File: config.mk
export PLATFORM = sky130hd
export DESIGN_NAME = ecl_loader
export DESIGN_NICKNAME = d
export VERILOG_FILES = /design/src/ecl_pkg.sv /design/src/ecl_loader.sv
export SDC_FILE = /design/constraint.sdc
export NUM_CORES = 1
export LEC_CHECK = 0
export ABC_CLOCK_PERIOD_IN_PS = 4400
export BUFFER_PORTS_ARGS = -buffer_cell sky130_fd_sc_hd__clkbuf_2
export CORE_MARGIN = 2
export CORE_UTILIZATION = 40
export DETAILED_ROUTE_END_ITERATION = 8
export GPL_ROUTABILITY_DRIVEN = 0
export PLACE_DENSITY = 0.66
export SKIP_LAST_GASP = 1
export SLEW_MARGIN = 20
export SYNTH_ARGS = -nofsm -noshare
export SYNTH_HDL_FRONTEND = slang
export SYNTH_SLANG_ARGS = --single-unit
File: constraint.sdc
create_clock -name i_clock -period 4.4 [get_ports i_clock]
set_input_delay 1.32 -clock i_clock [delete_from_list [all_inputs] [get_ports i_clock]]
set_output_delay 1.32 -clock i_clock [all_outputs]
set_load 0.01 [all_outputs]
File: src/ecl_pkg.sv
package ecl_pkg;

    // Geometry
    localparam int NUM_PORTS = 3;
    localparam int PORT_W = 2;
    localparam int WADDR_W = 8;
    localparam int WDATA_W = 16;
    localparam int DATA_W = 32;
    localparam int CFG_OFF_W = 10;
    localparam int CNT_W = 8;

    // EEPROM word addresses
    localparam logic [7:0] WORD_P1_PHY = 8'h42;
    localparam logic [7:0] WORD_P2_PHY = 8'h44;
    localparam logic [7:0] WORD_PM_FIRST = 8'h50;
    localparam logic [7:0] WORD_PM_LAST = 8'h55;
    localparam logic [7:0] WORD_P0_CAP = 8'h60;

    // Configuration space offsets inside one port window
    localparam logic [9:0] CFG_PM_CAP = 10'h040;
    localparam logic [9:0] CFG_PM_CSR = 10'h044;
    localparam logic [9:0] CFG_PHY_CSR2 = 10'h078;
    localparam logic [9:0] CFG_PHY_PARAM2 = 10'h07C;
    localparam logic [9:0] CFG_TL_CTRL = 10'h08C;
    localparam logic [9:0] CFG_PHY_PARAM3 = 10'h090;
    localparam logic [9:0] CFG_PORT_NUM = 10'h0CC;
    localparam logic [9:0] CFG_LINK_STAT = 10'h0D0;
    localparam logic [9:0] CFG_DEEMPH = 10'h0F0;
    localparam logic [9:0] CFG_VC_CAP = 10'h144;

    // Field positions in configuration space
    localparam int DSI_BIT = 21;
    localparam int AUX_LSB = 22;
    localparam int D1_BIT = 25;
    localparam int D2_BIT = 26;
    localparam int PME_LSB = 28;
    localparam int NSR_BIT = 3;
    localparam int PMDATA_LSB = 24;
    localparam int COMP_BIT = 11;
    localparam int PHY2_LSB = 8;
    localparam int DCS_LSB = 8;
    localparam int PHY3_LSB = 0;
    localparam int DEEMPH_BIT = 6;
    localparam int PNUM_LSB = 24;
    localparam int SLOTCLK_BIT = 28;
    localparam int LOW_PRIORITY_VC_COUNT_BIT = 4;

    // APB map: control, status, then one window per port
    localparam logic [15:0] ADDR_CTRL = 16'h0000;
    localparam logic [15:0] ADDR_STATUS = 16'h0004;
    localparam logic [3:0] CFG_REGION = 4'h1;
    localparam int CTRL_RELOAD_BIT = 0;
    localparam int STAT_DONE_BIT = 0;
    localparam int STAT_PRESENT_BIT = 1;
    localparam int STAT_CNT_LSB = 8;

    typedef enum logic [2:0] {
        ECL_START = 3'b001,
        ECL_LOAD = 3'b010,
        ECL_DONE = 3'b100
    } ecl_state_type;

    typedef struct packed {
        logic [1:0] data_count_change_select;
        logic [4:0] phy_param2;
        logic [6:0] phy_param3;
        logic deemph_select;
        logic compliance_to_detect;
        logic no_soft_reset;
        logic [2:0] aux_current;
        logic d1_support;
        logic d2_support;
        logic [1:0] pme_support;
        logic [7:0] pm_data;
        logic slot_clock;
        logic dsi_required;
        logic low_priority_vc_count;
        logic [2:0] port_number;
    } ecl_port_cfg_type;

    typedef struct packed {
        logic [WADDR_W-1:0] addr;
        logic [WDATA_W-1:0] data;
    } ecl_word_type;

    // D1 and D2 support read as one until loaded otherwise
    localparam ecl_port_cfg_type CFG_DEFAULT = '{
        d1_support: 1'b1,
        d2_support: 1'b1,
        default: '0
    };

endpackage

File: src/ecl_loader.sv
`timescale 1ns/1ns

// Notes on behaviour
// - Word 42h bits 15:14 go to port 1 TL control bits 9:8.
// - Word 44h bits 4:0 go to port 2 PHY parameter 2 bits 12:8.
// - Word 44h bits 11:5 go to port 2 PHY parameter 3 bits 6:0.
// - Word 44h bit 12 sets port 2 selectable de-emphasis, F0h bit 6.
// - Word 44h bit 13 sets port 2 compliance-to-detect, 78h bit 11.
// - Word 44h bits 15:14 go to port 2 TL control bits 9:8.
// - Word 50h bit 0 sets port 0 no-soft-reset, 44h bit 3.
// - Word 50h bits 3:1 give port 0 aux current, 40h bits 24:22.
// - PM word bits 4,5 give D1/D2 support, 40h bits 25,26, read only.
// - PM word bits 7:6 give PME support for D2/D1, 40h bits 29:28.
// - Word 51h bits 15:8 give port 0 PM data byte, 44h bits 31:24.
// - Words 52h/53h load port 1, 54h/55h port 2, same positions.
// - Word 60h bit 1 sets port 0 slot clock, D0h bit 28.
// - Word 60h bit 2 sets port 0 device-specific init, 40h bit 21.
// - Word 60h bit 3 sets port 0 low-priority VC count, 144h bit 4.
// - Word 60h bits 6:4 give port 0 logical port number, CCh 26:24.
module ecl_loader #(
    parameter int APB_ADDR_W = 16
) (
    // Clock and reset
    input wire logic i_clock,
    input wire logic i_resetn,
    // EEPROM word stream
    input wire logic i_eeprom_present,
    input wire logic i_word_valid,
    input wire ecl_pkg::ecl_word_type i_word,
    input wire logic i_load_end,
    // APB slave
    input wire logic i_psel,
    input wire logic i_penable,
    input wire logic i_pwrite,
    input wire logic [APB_ADDR_W-1:0] i_paddr,
    input wire logic [ecl_pkg::DATA_W-1:0] i_pwdata,
    output logic o_pready,
    output logic o_pslverr,
    output logic [ecl_pkg::DATA_W-1:0] o_prdata,
    // Loaded configuration towards the switch core
    output logic o_load_done,
    output ecl_pkg::ecl_port_cfg_type [ecl_pkg::NUM_PORTS-1:0] o_port_cfg
);

    if (APB_ADDR_W < 16) begin : g_check_addr
        $error("APB_ADDR_W must be at least 16");
    end

    // Which port a power-management word belongs to
    function automatic logic [ecl_pkg::PORT_W-1:0] pm_port(
        input logic [ecl_pkg::WADDR_W-1:0] addr
    );
        logic [ecl_pkg::WADDR_W-1:0] rel;
        rel = addr - ecl_pkg::WORD_PM_FIRST;
        return rel[ecl_pkg::PORT_W:1];
    endfunction

    function automatic logic cfg_mapped(input logic [ecl_pkg::CFG_OFF_W-1:0] off);
        case (off)
            ecl_pkg::CFG_PM_CAP, ecl_pkg::CFG_PM_CSR, ecl_pkg::CFG_PHY_CSR2,
            ecl_pkg::CFG_PHY_PARAM2, ecl_pkg::CFG_TL_CTRL, ecl_pkg::CFG_PHY_PARAM3,
            ecl_pkg::CFG_PORT_NUM, ecl_pkg::CFG_LINK_STAT, ecl_pkg::CFG_DEEMPH,
            ecl_pkg::CFG_VC_CAP: return 1'b1;
            default: return 1'b0;
        endcase
    endfunction

    // Assembles one configuration dword from a port's loaded fields
    function automatic logic [ecl_pkg::DATA_W-1:0] cfg_read(
        input ecl_pkg::ecl_port_cfg_type p,
        input logic [ecl_pkg::CFG_OFF_W-1:0] off
    );
        logic [ecl_pkg::DATA_W-1:0] r;
        r = '0;
        case (off)
            ecl_pkg::CFG_PM_CAP: begin
                r[ecl_pkg::DSI_BIT] = p.dsi_required;
                r[ecl_pkg::AUX_LSB +: 3] = p.aux_current;
                r[ecl_pkg::D1_BIT] = p.d1_support;
                r[ecl_pkg::D2_BIT] = p.d2_support;
                r[ecl_pkg::PME_LSB +: 2] = p.pme_support;
            end
            ecl_pkg::CFG_PM_CSR: begin
                r[ecl_pkg::NSR_BIT] = p.no_soft_reset;
                r[ecl_pkg::PMDATA_LSB +: 8] = p.pm_data;
            end
            ecl_pkg::CFG_PHY_CSR2: r[ecl_pkg::COMP_BIT] = p.compliance_to_detect;
            ecl_pkg::CFG_PHY_PARAM2: r[ecl_pkg::PHY2_LSB +: 5] = p.phy_param2;
            ecl_pkg::CFG_TL_CTRL: r[ecl_pkg::DCS_LSB +: 2] = p.data_count_change_select;
            ecl_pkg::CFG_PHY_PARAM3: r[ecl_pkg::PHY3_LSB +: 7] = p.phy_param3;
            ecl_pkg::CFG_PORT_NUM: r[ecl_pkg::PNUM_LSB +: 3] = p.port_number;
            ecl_pkg::CFG_LINK_STAT: r[ecl_pkg::SLOTCLK_BIT] = p.slot_clock;
            ecl_pkg::CFG_DEEMPH: r[ecl_pkg::DEEMPH_BIT] = p.deemph_select;
            ecl_pkg::CFG_VC_CAP: r[ecl_pkg::LOW_PRIORITY_VC_COUNT_BIT] = p.low_priority_vc_count;
            default: r = '0;
        endcase
        return r;
    endfunction

    // Loader state
    ecl_pkg::ecl_state_type state;
    ecl_pkg::ecl_state_type next_state;
    ecl_pkg::ecl_port_cfg_type [ecl_pkg::NUM_PORTS-1:0] cfg;
    ecl_pkg::ecl_port_cfg_type [ecl_pkg::NUM_PORTS-1:0] next_cfg;
    logic [ecl_pkg::CNT_W-1:0] word_count;
    logic [ecl_pkg::CNT_W-1:0] next_word_count;
    logic present;
    logic next_present;

    // APB state
    logic [ecl_pkg::DATA_W-1:0] prdata;
    logic [ecl_pkg::DATA_W-1:0] next_prdata;

    // Address decode
    logic [15:0] addr16;
    logic is_ctrl;
    logic is_status;
    logic is_cfg;
    logic [ecl_pkg::PORT_W-1:0] cfg_port;
    logic [ecl_pkg::CFG_OFF_W-1:0] cfg_off;
    logic reload;
    logic done;

    assign addr16 = i_paddr[15:0];
    assign cfg_port = addr16[11:10];
    assign cfg_off = addr16[9:0];
    assign is_ctrl = (addr16 == ecl_pkg::ADDR_CTRL);
    assign is_status = (addr16 == ecl_pkg::ADDR_STATUS);
    assign is_cfg = (addr16[15:12] == ecl_pkg::CFG_REGION)
        && (cfg_port < ecl_pkg::PORT_W'(ecl_pkg::NUM_PORTS))
        && cfg_mapped(cfg_off);
    assign done = (state == ecl_pkg::ECL_DONE);

    // Configuration window waits until loading is over
    assign o_pready = i_psel && i_penable && (!is_cfg || done);
    assign o_pslverr = o_pready && !(is_ctrl || is_status || is_cfg);
    assign reload = o_pready && i_pwrite && is_ctrl && i_pwdata[ecl_pkg::CTRL_RELOAD_BIT];

    always_comb begin
        logic [ecl_pkg::PORT_W-1:0] pp;
        logic [ecl_pkg::WDATA_W-1:0] d;
        pp = pm_port(i_word.addr);
        d = i_word.data;
        next_state = state;
        next_cfg = cfg;
        next_word_count = word_count;
        next_present = present;
        unique case (state)
            ecl_pkg::ECL_START: begin
                // Strap sampled after reset release; absent EEPROM keeps defaults
                next_present = i_eeprom_present;
                next_cfg = {ecl_pkg::NUM_PORTS{ecl_pkg::CFG_DEFAULT}};
                next_word_count = '0;
                next_state = i_eeprom_present ? ecl_pkg::ECL_LOAD : ecl_pkg::ECL_DONE;
            end
            ecl_pkg::ECL_LOAD: begin
                if (i_word_valid) begin
                    next_word_count = word_count + 1'b1;
                    if (i_word.addr == ecl_pkg::WORD_P1_PHY) begin
                        next_cfg[1].data_count_change_select = d[15:14];
                    end
                    if (i_word.addr == ecl_pkg::WORD_P2_PHY) begin
                        next_cfg[2].phy_param2 = d[4:0];
                        next_cfg[2].phy_param3 = d[11:5];
                        next_cfg[2].deemph_select = d[12];
                        next_cfg[2].compliance_to_detect = d[13];
                        next_cfg[2].data_count_change_select = d[15:14];
                    end
                    if (i_word.addr >= ecl_pkg::WORD_PM_FIRST
                            && i_word.addr <= ecl_pkg::WORD_PM_LAST) begin
                        // Even word: capability fields, odd word: data byte
                        if (!i_word.addr[0]) begin
                            next_cfg[pp].no_soft_reset = d[0];
                            next_cfg[pp].aux_current = d[3:1];
                            next_cfg[pp].d1_support = d[4];
                            next_cfg[pp].d2_support = d[5];
                            next_cfg[pp].pme_support = d[7:6];
                        end else begin
                            next_cfg[pp].pm_data = d[15:8];
                        end
                    end
                    if (i_word.addr == ecl_pkg::WORD_P0_CAP) begin
                        next_cfg[0].slot_clock = d[1];
                        next_cfg[0].dsi_required = d[2];
                        next_cfg[0].low_priority_vc_count = d[3];
                        next_cfg[0].port_number = d[6:4];
                    end
                end
                // A word beside the end marker is still taken
                if (i_load_end) begin
                    next_state = ecl_pkg::ECL_DONE;
                end
            end
            ecl_pkg::ECL_DONE: begin
                next_state = ecl_pkg::ECL_DONE;
            end
            default: begin
                next_state = ecl_pkg::ECL_START;
            end
        endcase
        if (reload) begin
            next_state = ecl_pkg::ECL_START;
        end
    end

    always_ff @(posedge i_clock) begin
        if (!i_resetn) begin
            state <= ecl_pkg::ECL_START;
            cfg <= {ecl_pkg::NUM_PORTS{ecl_pkg::CFG_DEFAULT}};
            word_count <= '0;
            present <= 1'b0;
        end else begin
            state <= next_state;
            cfg <= next_cfg;
            word_count <= next_word_count;
            present <= next_present;
        end
    end

    // Read data prepared every selected read cycle, so it is ready at the access phase
    always_comb begin
        next_prdata = '0;
        if (i_psel && !i_pwrite) begin
            if (is_status) begin
                next_prdata[ecl_pkg::STAT_DONE_BIT] = done;
                next_prdata[ecl_pkg::STAT_PRESENT_BIT] = present;
                next_prdata[ecl_pkg::STAT_CNT_LSB +: ecl_pkg::CNT_W] = word_count;
            end else if (is_cfg) begin
                // Next values, so a word taken beside the end marker is not missed
                next_prdata = cfg_read(next_cfg[cfg_port], cfg_off);
            end
        end
    end

    always_ff @(posedge i_clock) begin
        if (!i_resetn) begin
            prdata <= '0;
        end else begin
            prdata <= next_prdata;
        end
    end

    assign o_prdata = prdata;
    assign o_load_done = done;
    assign o_port_cfg = cfg;

endmodule

[Word level (Yosys, flattened, before mapping)]
Cells that the tools add are included.
Operators by class
  mux-type cells: 52
  order comparisons: 6
  add/sub/neg operators: 2
  bitwise logic cells: 6
  reduce and logical (&&, ||, !) cells: 28
  eq/ne operators: 20
Operators by type and width (number)
  bitwise mux 114 bit: 6
  demux 38 bit (select 2 bit): 6
  two-way mux 114 bit: 3
  one-hot mux 114 bit (2 select lines): 1
  binary-select mux 38 bit (select 2 bit): 1
  two-way mux 16 bit: 4
  equality test 10 x 8 -> 1 bit (second input constant): 5
  equality test 10 x 7 -> 1 bit (second input constant): 4
  two-way mux 38 bit: 1
  equality test 8 x 7 -> 1 bit (second input constant): 3
  two-way mux 22 bit: 1
  two-way mux 21 bit: 1
  two-way mux 18 bit: 1
  one-hot mux 3 bit (3 select lines): 2
  two-way mux 17 bit: 1
  equality test 16 x 3 -> 1 bit (second input constant): 1
  zero test 16 bit: 1
  two-way mux 8 bit: 2
  one-hot mux 8 bit (2 select lines): 1
  OR reduction 5 bit: 3
  two-way mux 14 bit: 1
  two-way mux 13 bit: 1
  logical AND 1 bit: 11
  equality test 10 x 9 -> 1 bit (second input constant): 1
  28 further kinds: 52
Storage, ports and cells
  register bits after elaboration: 158
  word-level logic and storage cells: 168
  bits of input ports: 80

[Longest topological paths before layout]
Gate-level depths: netlist (run 1).
  word-level depth: 20
  gate-level depth with buffers: 11

[Worst setup path after synthesis (run 1)]
No wires, ideal clock.
  path type: input-to-output
  from: in i_paddr[6]
  to: out o_pslverr
  arrival: 2.671 ns
  data required time: 3.080 ns
  cell stages on the path: 7
  slack: 0.409 ns
  cells stage by stage: nor2b_1 clkbuf_1 and4_1 nand3b_1 a311oi_1 nor2_1 a211oi_1
Between the ends
  word-level cells in the longest chain between the ends: 8
  elaborated cells between the ends (all ways): 22
  classes of those cells: 11 x eq/ne; 1 x mux; 10 x reduce/logical
RTL lines
  start, declared: RTL line ecl_loader.sv:35  | input wire logic [APB_ADDR_W-1:0] i_paddr,
  equality test 10 x 8 -> 1 bit, or another cell as far along: RTL line ecl_loader.sv:59  | case (off)
  OR reduction 10 bit: RTL line ecl_loader.sv:59
  two-way mux 1 bit: RTL line ecl_loader.sv:59
  logical AND 1 bit: RTL line ecl_loader.sv:131  | && cfg_mapped(cfg_off);
  zero test 1 bit: RTL line ecl_loader.sv:135  | assign o_pready = i_psel && i_penable && (!is_cfg || done);
  logical OR 1 bit: RTL line ecl_loader.sv:135
  logical AND 1 bit: RTL line ecl_loader.sv:135
  logical AND 1 bit (*): RTL line ecl_loader.sv:136  | assign o_pslverr = o_pready && !(is_ctrl || is_status || is_cfg);
  end, declared: RTL line ecl_loader.sv:38  | output logic o_pslverr,
Mark *: on every way between the ends. The rest lies on a longest branch, timed or not.

[Worst setup path after layout (run 1)]
  from: in i_paddr[8]
  to: out o_pslverr
Same word-level chain as after synthesis.

==> flow_metrics.env, run 1 <==
export IMPL_status="finished, final reports clean"
export IMPL_clk_pin_slew_ns=0.06
export IMPL_synth_most_common_cell="dfxtp_1"
export IMPL_ys_types=80
export IMPL_worst_pin_slew_ns=0.9364
export IMPL_grt_usage=0.2621
export IMPL_hold_path_depth=1
export IMPL_core_area_um2=16520
export IMPL_yosys_top_cells_area="dfxtp_1 45%, nor2_1 6.7%, nand2_1 5.1%"
export IMPL_r2r_slack_ns=1.67
export IMPL_ant_nets=0
export IMPL_hold_path_startpoint="word_count[7]$_SDFFE_PN0P_"
export IMPL_grt_pass1_vias=6199
export IMPL_drcViolationCount=0
export IMPL_async_reset_ff_frac=0
export IMPL_vias=6694
export IMPL_dp_hpwl_um=17560
export IMPL_critical_path_required_ns=3.08
export IMPL_synth_area_um2=6760
export IMPL_grt_ovfl_total=0
export IMPL_cp_end_kind="output port"
export IMPL_syn_mean_instance_area_um2=8.503
export IMPL_setup_viol=0
export IMPL_drv_cap=0
export IMPL_synth_seq_cells=152
export IMPL_cts_tree="yes"
export IMPL_netlist_top_cells_count="152 x dfxtp_1, 120 x nor2_1, 91 x nand2_1"
export IMPL_die_area_um2=17960
export IMPL_worstHoldPathType="reg -> reg"
export IMPL_drive_above_1_share=0.2897
export IMPL_cts_made_buffers=17
export IMPL_ir_drop_mv=0.2788
export IMPL_p_leak_nw=3.727
export IMPL_firstDrtPassIters=5
export IMPL_grt_max_degree=57
export IMPL_timing_final_crit_share=0.9642
export IMPL_h_tree_depth=4
export IMPL_portBuffers=191
export IMPL_clock_skew_final_ns=0.006201
export IMPL_finalWirelength_um=23890
export IMPL_cp_start_kind="input pin"
export IMPL_nets=1062
export IMPL_hold_violations=0
export IMPL_die_y_um=134
export IMPL_wl_per_cell_um=19.68
export IMPL_min_to="o_prdata[15]$_SDFF_PN0_"
export IMPL_root_buffer="clkbuf_16"
export IMPL_synth_largest_area_cell="dfxtp_1"
export IMPL_crit_type="in -> out"
export IMPL_drv_slew=0
export IMPL_rsz0062_at_grt="no"
export IMPL_synthFlopType="dfxtp_1"
export IMPL_clockBufferDepth=2
export IMPL_crit_path_max_fanout=4
export IMPL_area_delta_synth_final_pct=26.45
export IMPL_fmax_mhz=235.7
export IMPL_yosysSeqAreaShare=0.4501
export IMPL_synth_top_area_share=0.4501
export IMPL_arrival_ns=2.92
export IMPL_drtIter0Drc=679
export IMPL_synth_edf_count=0
export IMPL_grt_first_pass_wirelength_um=35740
export IMPL_via_per_inst=5.514
export IMPL_initial_core_util=0.4091
export IMPL_power_density_nw_per_um2=383.3
export IMPL_r2r_cells=7
export IMPL_rr_startpoint="state[1]$_SDFFE_PP0P_"
export IMPL_min_period_ns=4.243
export IMPL_fp_row_count=47
export IMPL_cts_sinks=152
export IMPL_clk_latency_ns=0.42
export IMPL_postSynthCellCount=795
export IMPL_yosysWarnings=0
export IMPL_r2r_end="o_prdata[26]$_SDFF_PP0_"
export IMPL_grt_antenna_before_repair=0
export IMPL_relSlewSlack=0.3757
export IMPL_hold_buffers=0
export IMPL_finalPower_mw=3.277
export IMPL_setup_tns_ns=0
export IMPL_pin_count=229
export IMPL_diodes=0
export IMPL_dieWidth_um=134
## layout make-up
cell class / instances / area, um2
sequential: 152 / 3043
timing repair buffer: 218 / 1159
clock buffer: 17 / 425.4
tap: 220 / 275.3
inverter: 6 / 22.52
clock inverter: 15 / 201.4
fill: 1599 / 7976
multi-input combinational: 586 / 3422
## cells by family after synthesis
logic type / share of synthesized area
flip-flops: 0.4501
buffers and inverters: 0.04830
multiplexers: 0.02887
other: 0.0005547
AO/OA/AOI/OAI: 0.1751
XOR/XNOR: 0.009069
adder cells (fa/ha/maj): 0.001851
AND/OR/NAND/NOR: 0.2861
## placed cells by master, fill, tap and decap left out, types with 5 or more instances in the layout
cell type and n:
clkbuf_16 17, nor2_1 120, inv_1 6, o21ai_0 26, nor3_1 14, nand3_1 15, o221ai_1 5, nand2_1 91
conb_1 6, nand4_1 9, nor2b_1 7, a21oi_1 61, and3_1 47, a211oi_1 9, nor3b_1 5, buf_4 27
dfxtp_1 152, a22o_2 9, xor2_1 5, and2_1 26, mux2i_1 15, clkbuf_2 191, nand2b_1 5, a22oi_1 19
## worst max path at each step
| stage | startpoint | end | slack [ns] | cells after the start |
|---|---|---|---|---|
| after floorplan | i_paddr[6] | o_pslverr | 0.41 | 7 |
| after global placement | i_paddr[6] | o_pslverr | 0.19 | 8 |
| after detailed placement | i_paddr[8] | o_pslverr | 0.18 | 8 |
| after CTS | i_paddr[8] | o_pslverr | 0.17 | 8 |
| after global routing | i_paddr[1] | o_pready | 0.05 | 8 |
| final | i_paddr[8] | o_pslverr | 0.16 | 8 |
## critical path: stages
cell      delay, ns
clkbuf_2       0.11
nor4b_1        0.15
and4_1         0.25
nand3b_1       0.18
a311oi_2       0.30
nor2_1         0.10
a211oi_1       0.31
clkbuf_2       0.19
## through the flow
step                      hold WS (ns)  instances  instance area (um2)    util  worst slack, ns
after global placement          0.4642       1182                 7909  0.4786           0.1927
after CTS                       0.4889       1214                 8536  0.5165           0.1706
final                           0.4815       1214                 8548  0.5173           0.1575
after floorplan                 0.4358        800                 6779       -           0.4086
after detailed placement        0.4734       1182                 7909  0.4786           0.1787
after global routing            0.5074       1214                 8548  0.5173          0.04815
## routing by layer
metal  wire length [um]  global-route usage
met5                  0                   0
met4                635             0.09870
met3               2284             0.06614
met2              10750              0.4009
met1              10220              0.3573
## flip-flops by register name (all words and copies together), names as in the netlist
register and cells:
present 1, o_port_cfg 114, o_prdata 26, word_count 8, state 3
## power by group
part	leakage (nW)	switching, mW	total (mW)	internal [mW]
Combinational	2.20	0.250	0.328	0.0778
Clock	0.299	0.606	1.56	0.951
Sequential	1.22	0.0105	1.39	1.38
Total	3.73	0.867	3.28	2.41
## what timing repair did
action                                  CTS  global route
gates resized for setup                   0             2
endpoints found under the setup margin    0             2
setup buffers                             0             0
(Power assumes the default switching activity.)
==> run 2: changes to the inputs <==
--- a/config.mk
+++ b/config.mk
@@ -5,7 +5,7 @@
 export SDC_FILE = /design/constraint.sdc
 export NUM_CORES = 1
 export LEC_CHECK = 0
-export ABC_CLOCK_PERIOD_IN_PS = 4400
+export ABC_CLOCK_PERIOD_IN_PS = 4059
 export BUFFER_PORTS_ARGS = -buffer_cell sky130_fd_sc_hd__clkbuf_2
 export CORE_MARGIN = 2
 export CORE_UTILIZATION = 40
==> constraint.sdc (replaced) <==
create_clock -name i_clock -period 4.06 [get_ports i_clock]
set_input_delay 1.218 -clock i_clock [delete_from_list [all_inputs] [get_ports i_clock]]
set_output_delay 1.218 -clock i_clock [all_outputs]
set_load 0.01 [all_outputs]
==> flow_metrics.env, run 2 (synthesis results as in run 1) <==
export IMPL_grt_first_pass_wirelength_um=35490
export IMPL_root_buffer="clkbuf_16"
export IMPL_worst_pin_slew_ns=0.9616
export IMPL_layout_commonest_cell="clkbuf_2"
export IMPL_fmax_mhz=250.4
export IMPL_vias=6708
export IMPL_drv_slew=0
export IMPL_h_tree_depth=4
export IMPL_mostFrequentLayoutCells="191 x clkbuf_2, 152 x dfxtp_1, 120 x nor2_1"
export IMPL_hold_violations=0
export IMPL_grt_usage=0.2620
export IMPL_clock_skew_final_ns=0.01529
export IMPL_die_area_um2=17960
export IMPL_clockBufferDepth=2
export IMPL_drcViolationCount=0
export IMPL_path_cells="clkbuf_2, nor3_1, buf_4, and4_1, nand3b_1, a311oi_2, nor2_1, a211oi_1, clkbuf_2"
export IMPL_utilization=0.5217
export IMPL_cpMostUsedCell="clkbuf_2"
export IMPL_p_leak_nw=3.755
export IMPL_r2r_slack_ns=1.41
export IMPL_dieWidth_um=134
export IMPL_drv_cap=0
export IMPL_fillCellCount=1580
export IMPL_regArea_um2=3043
export IMPL_area_delta_synth_final_pct=27.52
export IMPL_clk_latency_ns=0.44
export IMPL_ant_nets=0
export IMPL_core_area_um2=16520
export IMPL_wl_per_cell_um=19.59
export IMPL_hold_path_startpoint="word_count[7]$_SDFFE_PN0P_"
export IMPL_r2r_cells=7
export IMPL_finalWirelength_um=23870
export IMPL_portBuffers=191
export IMPL_status="finished, final reports clean"
export IMPL_cp_start_kind="input pin"
export IMPL_ir_drop_mv=0.3320
export IMPL_nets=1066
export IMPL_hold_buffers=0
export IMPL_timing_final_crit_share=0.9837
export IMPL_grt_max_degree=71
export IMPL_slowest_delay_ns=0.30
export IMPL_min_period_ns=3.994
export IMPL_arrival_ns=2.78
export IMPL_setup_viol=0
export IMPL_grt_ovfl_total=0
export IMPL_postCtsSetupBuffers=0
export IMPL_drtIter0Drc=550
export IMPL_cts_tree="yes"
export IMPL_worstHoldPathType="reg -> reg"
export IMPL_grt_antenna_before_repair=0
export IMPL_largest_register_ff_count=114
export IMPL_initial_core_util=0.4091
export IMPL_hold_path_depth=1
export IMPL_cts_made_buffers=17
export IMPL_crit_type="in -> out"
export IMPL_r2r_end="o_prdata[28]$_SDFF_PP0_"
export IMPL_relSlewSlack=0.3589
export IMPL_firstDrtPassIters=5
export IMPL_placed_cell_area_um2=7939
export IMPL_crit_slowest_cell="a311oi_2"
export IMPL_fp_row_count=47
export IMPL_multi_input_area_um2=3430
export IMPL_diodes=0
export IMPL_cp_end_kind="output port"
export IMPL_die_y_um=134
export IMPL_dp_hpwl_um=17680
export IMPL_min_to="o_prdata[15]$_SDFF_PN0_"
export IMPL_rr_startpoint="state[2]$_SDFFE_PP0P_"
export IMPL_critical_path_required_ns=2.84
export IMPL_clk_pin_slew_ns=0.06
export IMPL_crit_path_max_fanout=5
export IMPL_drive_above_1_share=0.2926
export IMPL_pin_count=229
export IMPL_rsz0062_at_grt="yes"
export IMPL_via_per_inst=5.507
export IMPL_final_cell_area_um2=8621
export IMPL_power_density_nw_per_um2=420.8
export IMPL_cts_sinks=152
export IMPL_grt_pass1_vias=6180
-- run 2: critical path, delay by kind of cell --
kind | cells | cell delay (ns)
buffers and inverters | 3 | 0.46
AO/OA/AOI/OAI | 2 | 0.58
AND/OR/NAND/NOR | 4 | 0.52
-- run 2: cell type report --
class / count / area share
Timing Repair Buffer: 222 / 0.1379
Multi-Input combinational cell: 586 / 0.3978
Sequential cell: 152 / 0.3530
Tap cell: 220 / 0.03193
Clock buffer: 18 / 0.05094
Inverter: 6 / 0.002612
Clock inverter: 14 / 0.02583
-- run 2: report_power, final --
group | switching [mW] | internal [mW] | total (mW)
sequential | 0.0112 | 1.50 | 1.51
clock | 0.657 | 1.11 | 1.77
combinational | 0.270 | 0.0827 | 0.353
total | 0.938 | 2.69 | 3.63
-- run 2: worst max-delay path by stage --
stage / from / cells past startpoint / slack, ns / to
floorplan: i_paddr[6] / 7 / 0.27 / o_pslverr
global placement: i_paddr[3] / 9 / 0.11 / o_pslverr
detailed placement: i_paddr[3] / 9 / 0.08 / o_pslverr
CTS: i_paddr[3] / 9 / 0.06 / o_pslverr
global route: i_paddr[3] / 9 / -0.06 / o_pslverr
finish: i_paddr[3] / 9 / 0.07 / o_pslverr
-- run 2: repair_timing --
item | CTS | global route
gates resized for setup | 0 | 3
endpoints found under the hold margin | 0 | 0
setup endpoints to repair | 0 | 2
-- run 2: stage by stage --
step / setup slack, ns / hold WS [ns] / total power, mW / std cells / TNS (ns)
floorplan: 0.2726 / 0.4358 / 1.761 / 800 / 0
global placement: 0.1097 / 0.4646 / 1.885 / 1186 / 0
detailed placement: 0.08187 / 0.4608 / 1.886 / 1186 / 0
CTS: 0.06351 / 0.4758 / 3.635 / 1218 / 0
global route: -0.05566 / 0.4840 / 3.725 / 1218 / -0.05566
finish: 0.06614 / 0.4736 / 3.628 / 1218 / 0
-- run 2: layer usage --
| layer | global-route usage | vias to the layer above | wire length (um) |
|---|---|---|---|
| met3 | 0.06311 | 48 | 2015 |
| met2 | 0.4026 | 313 | 10970 |
| met5 | 0 | - | 0 |
| li1 | - | 3193 | - |
| met1 | 0.3549 | 3154 | 10320 |
| met4 | 0.1046 | 0 | 558 |
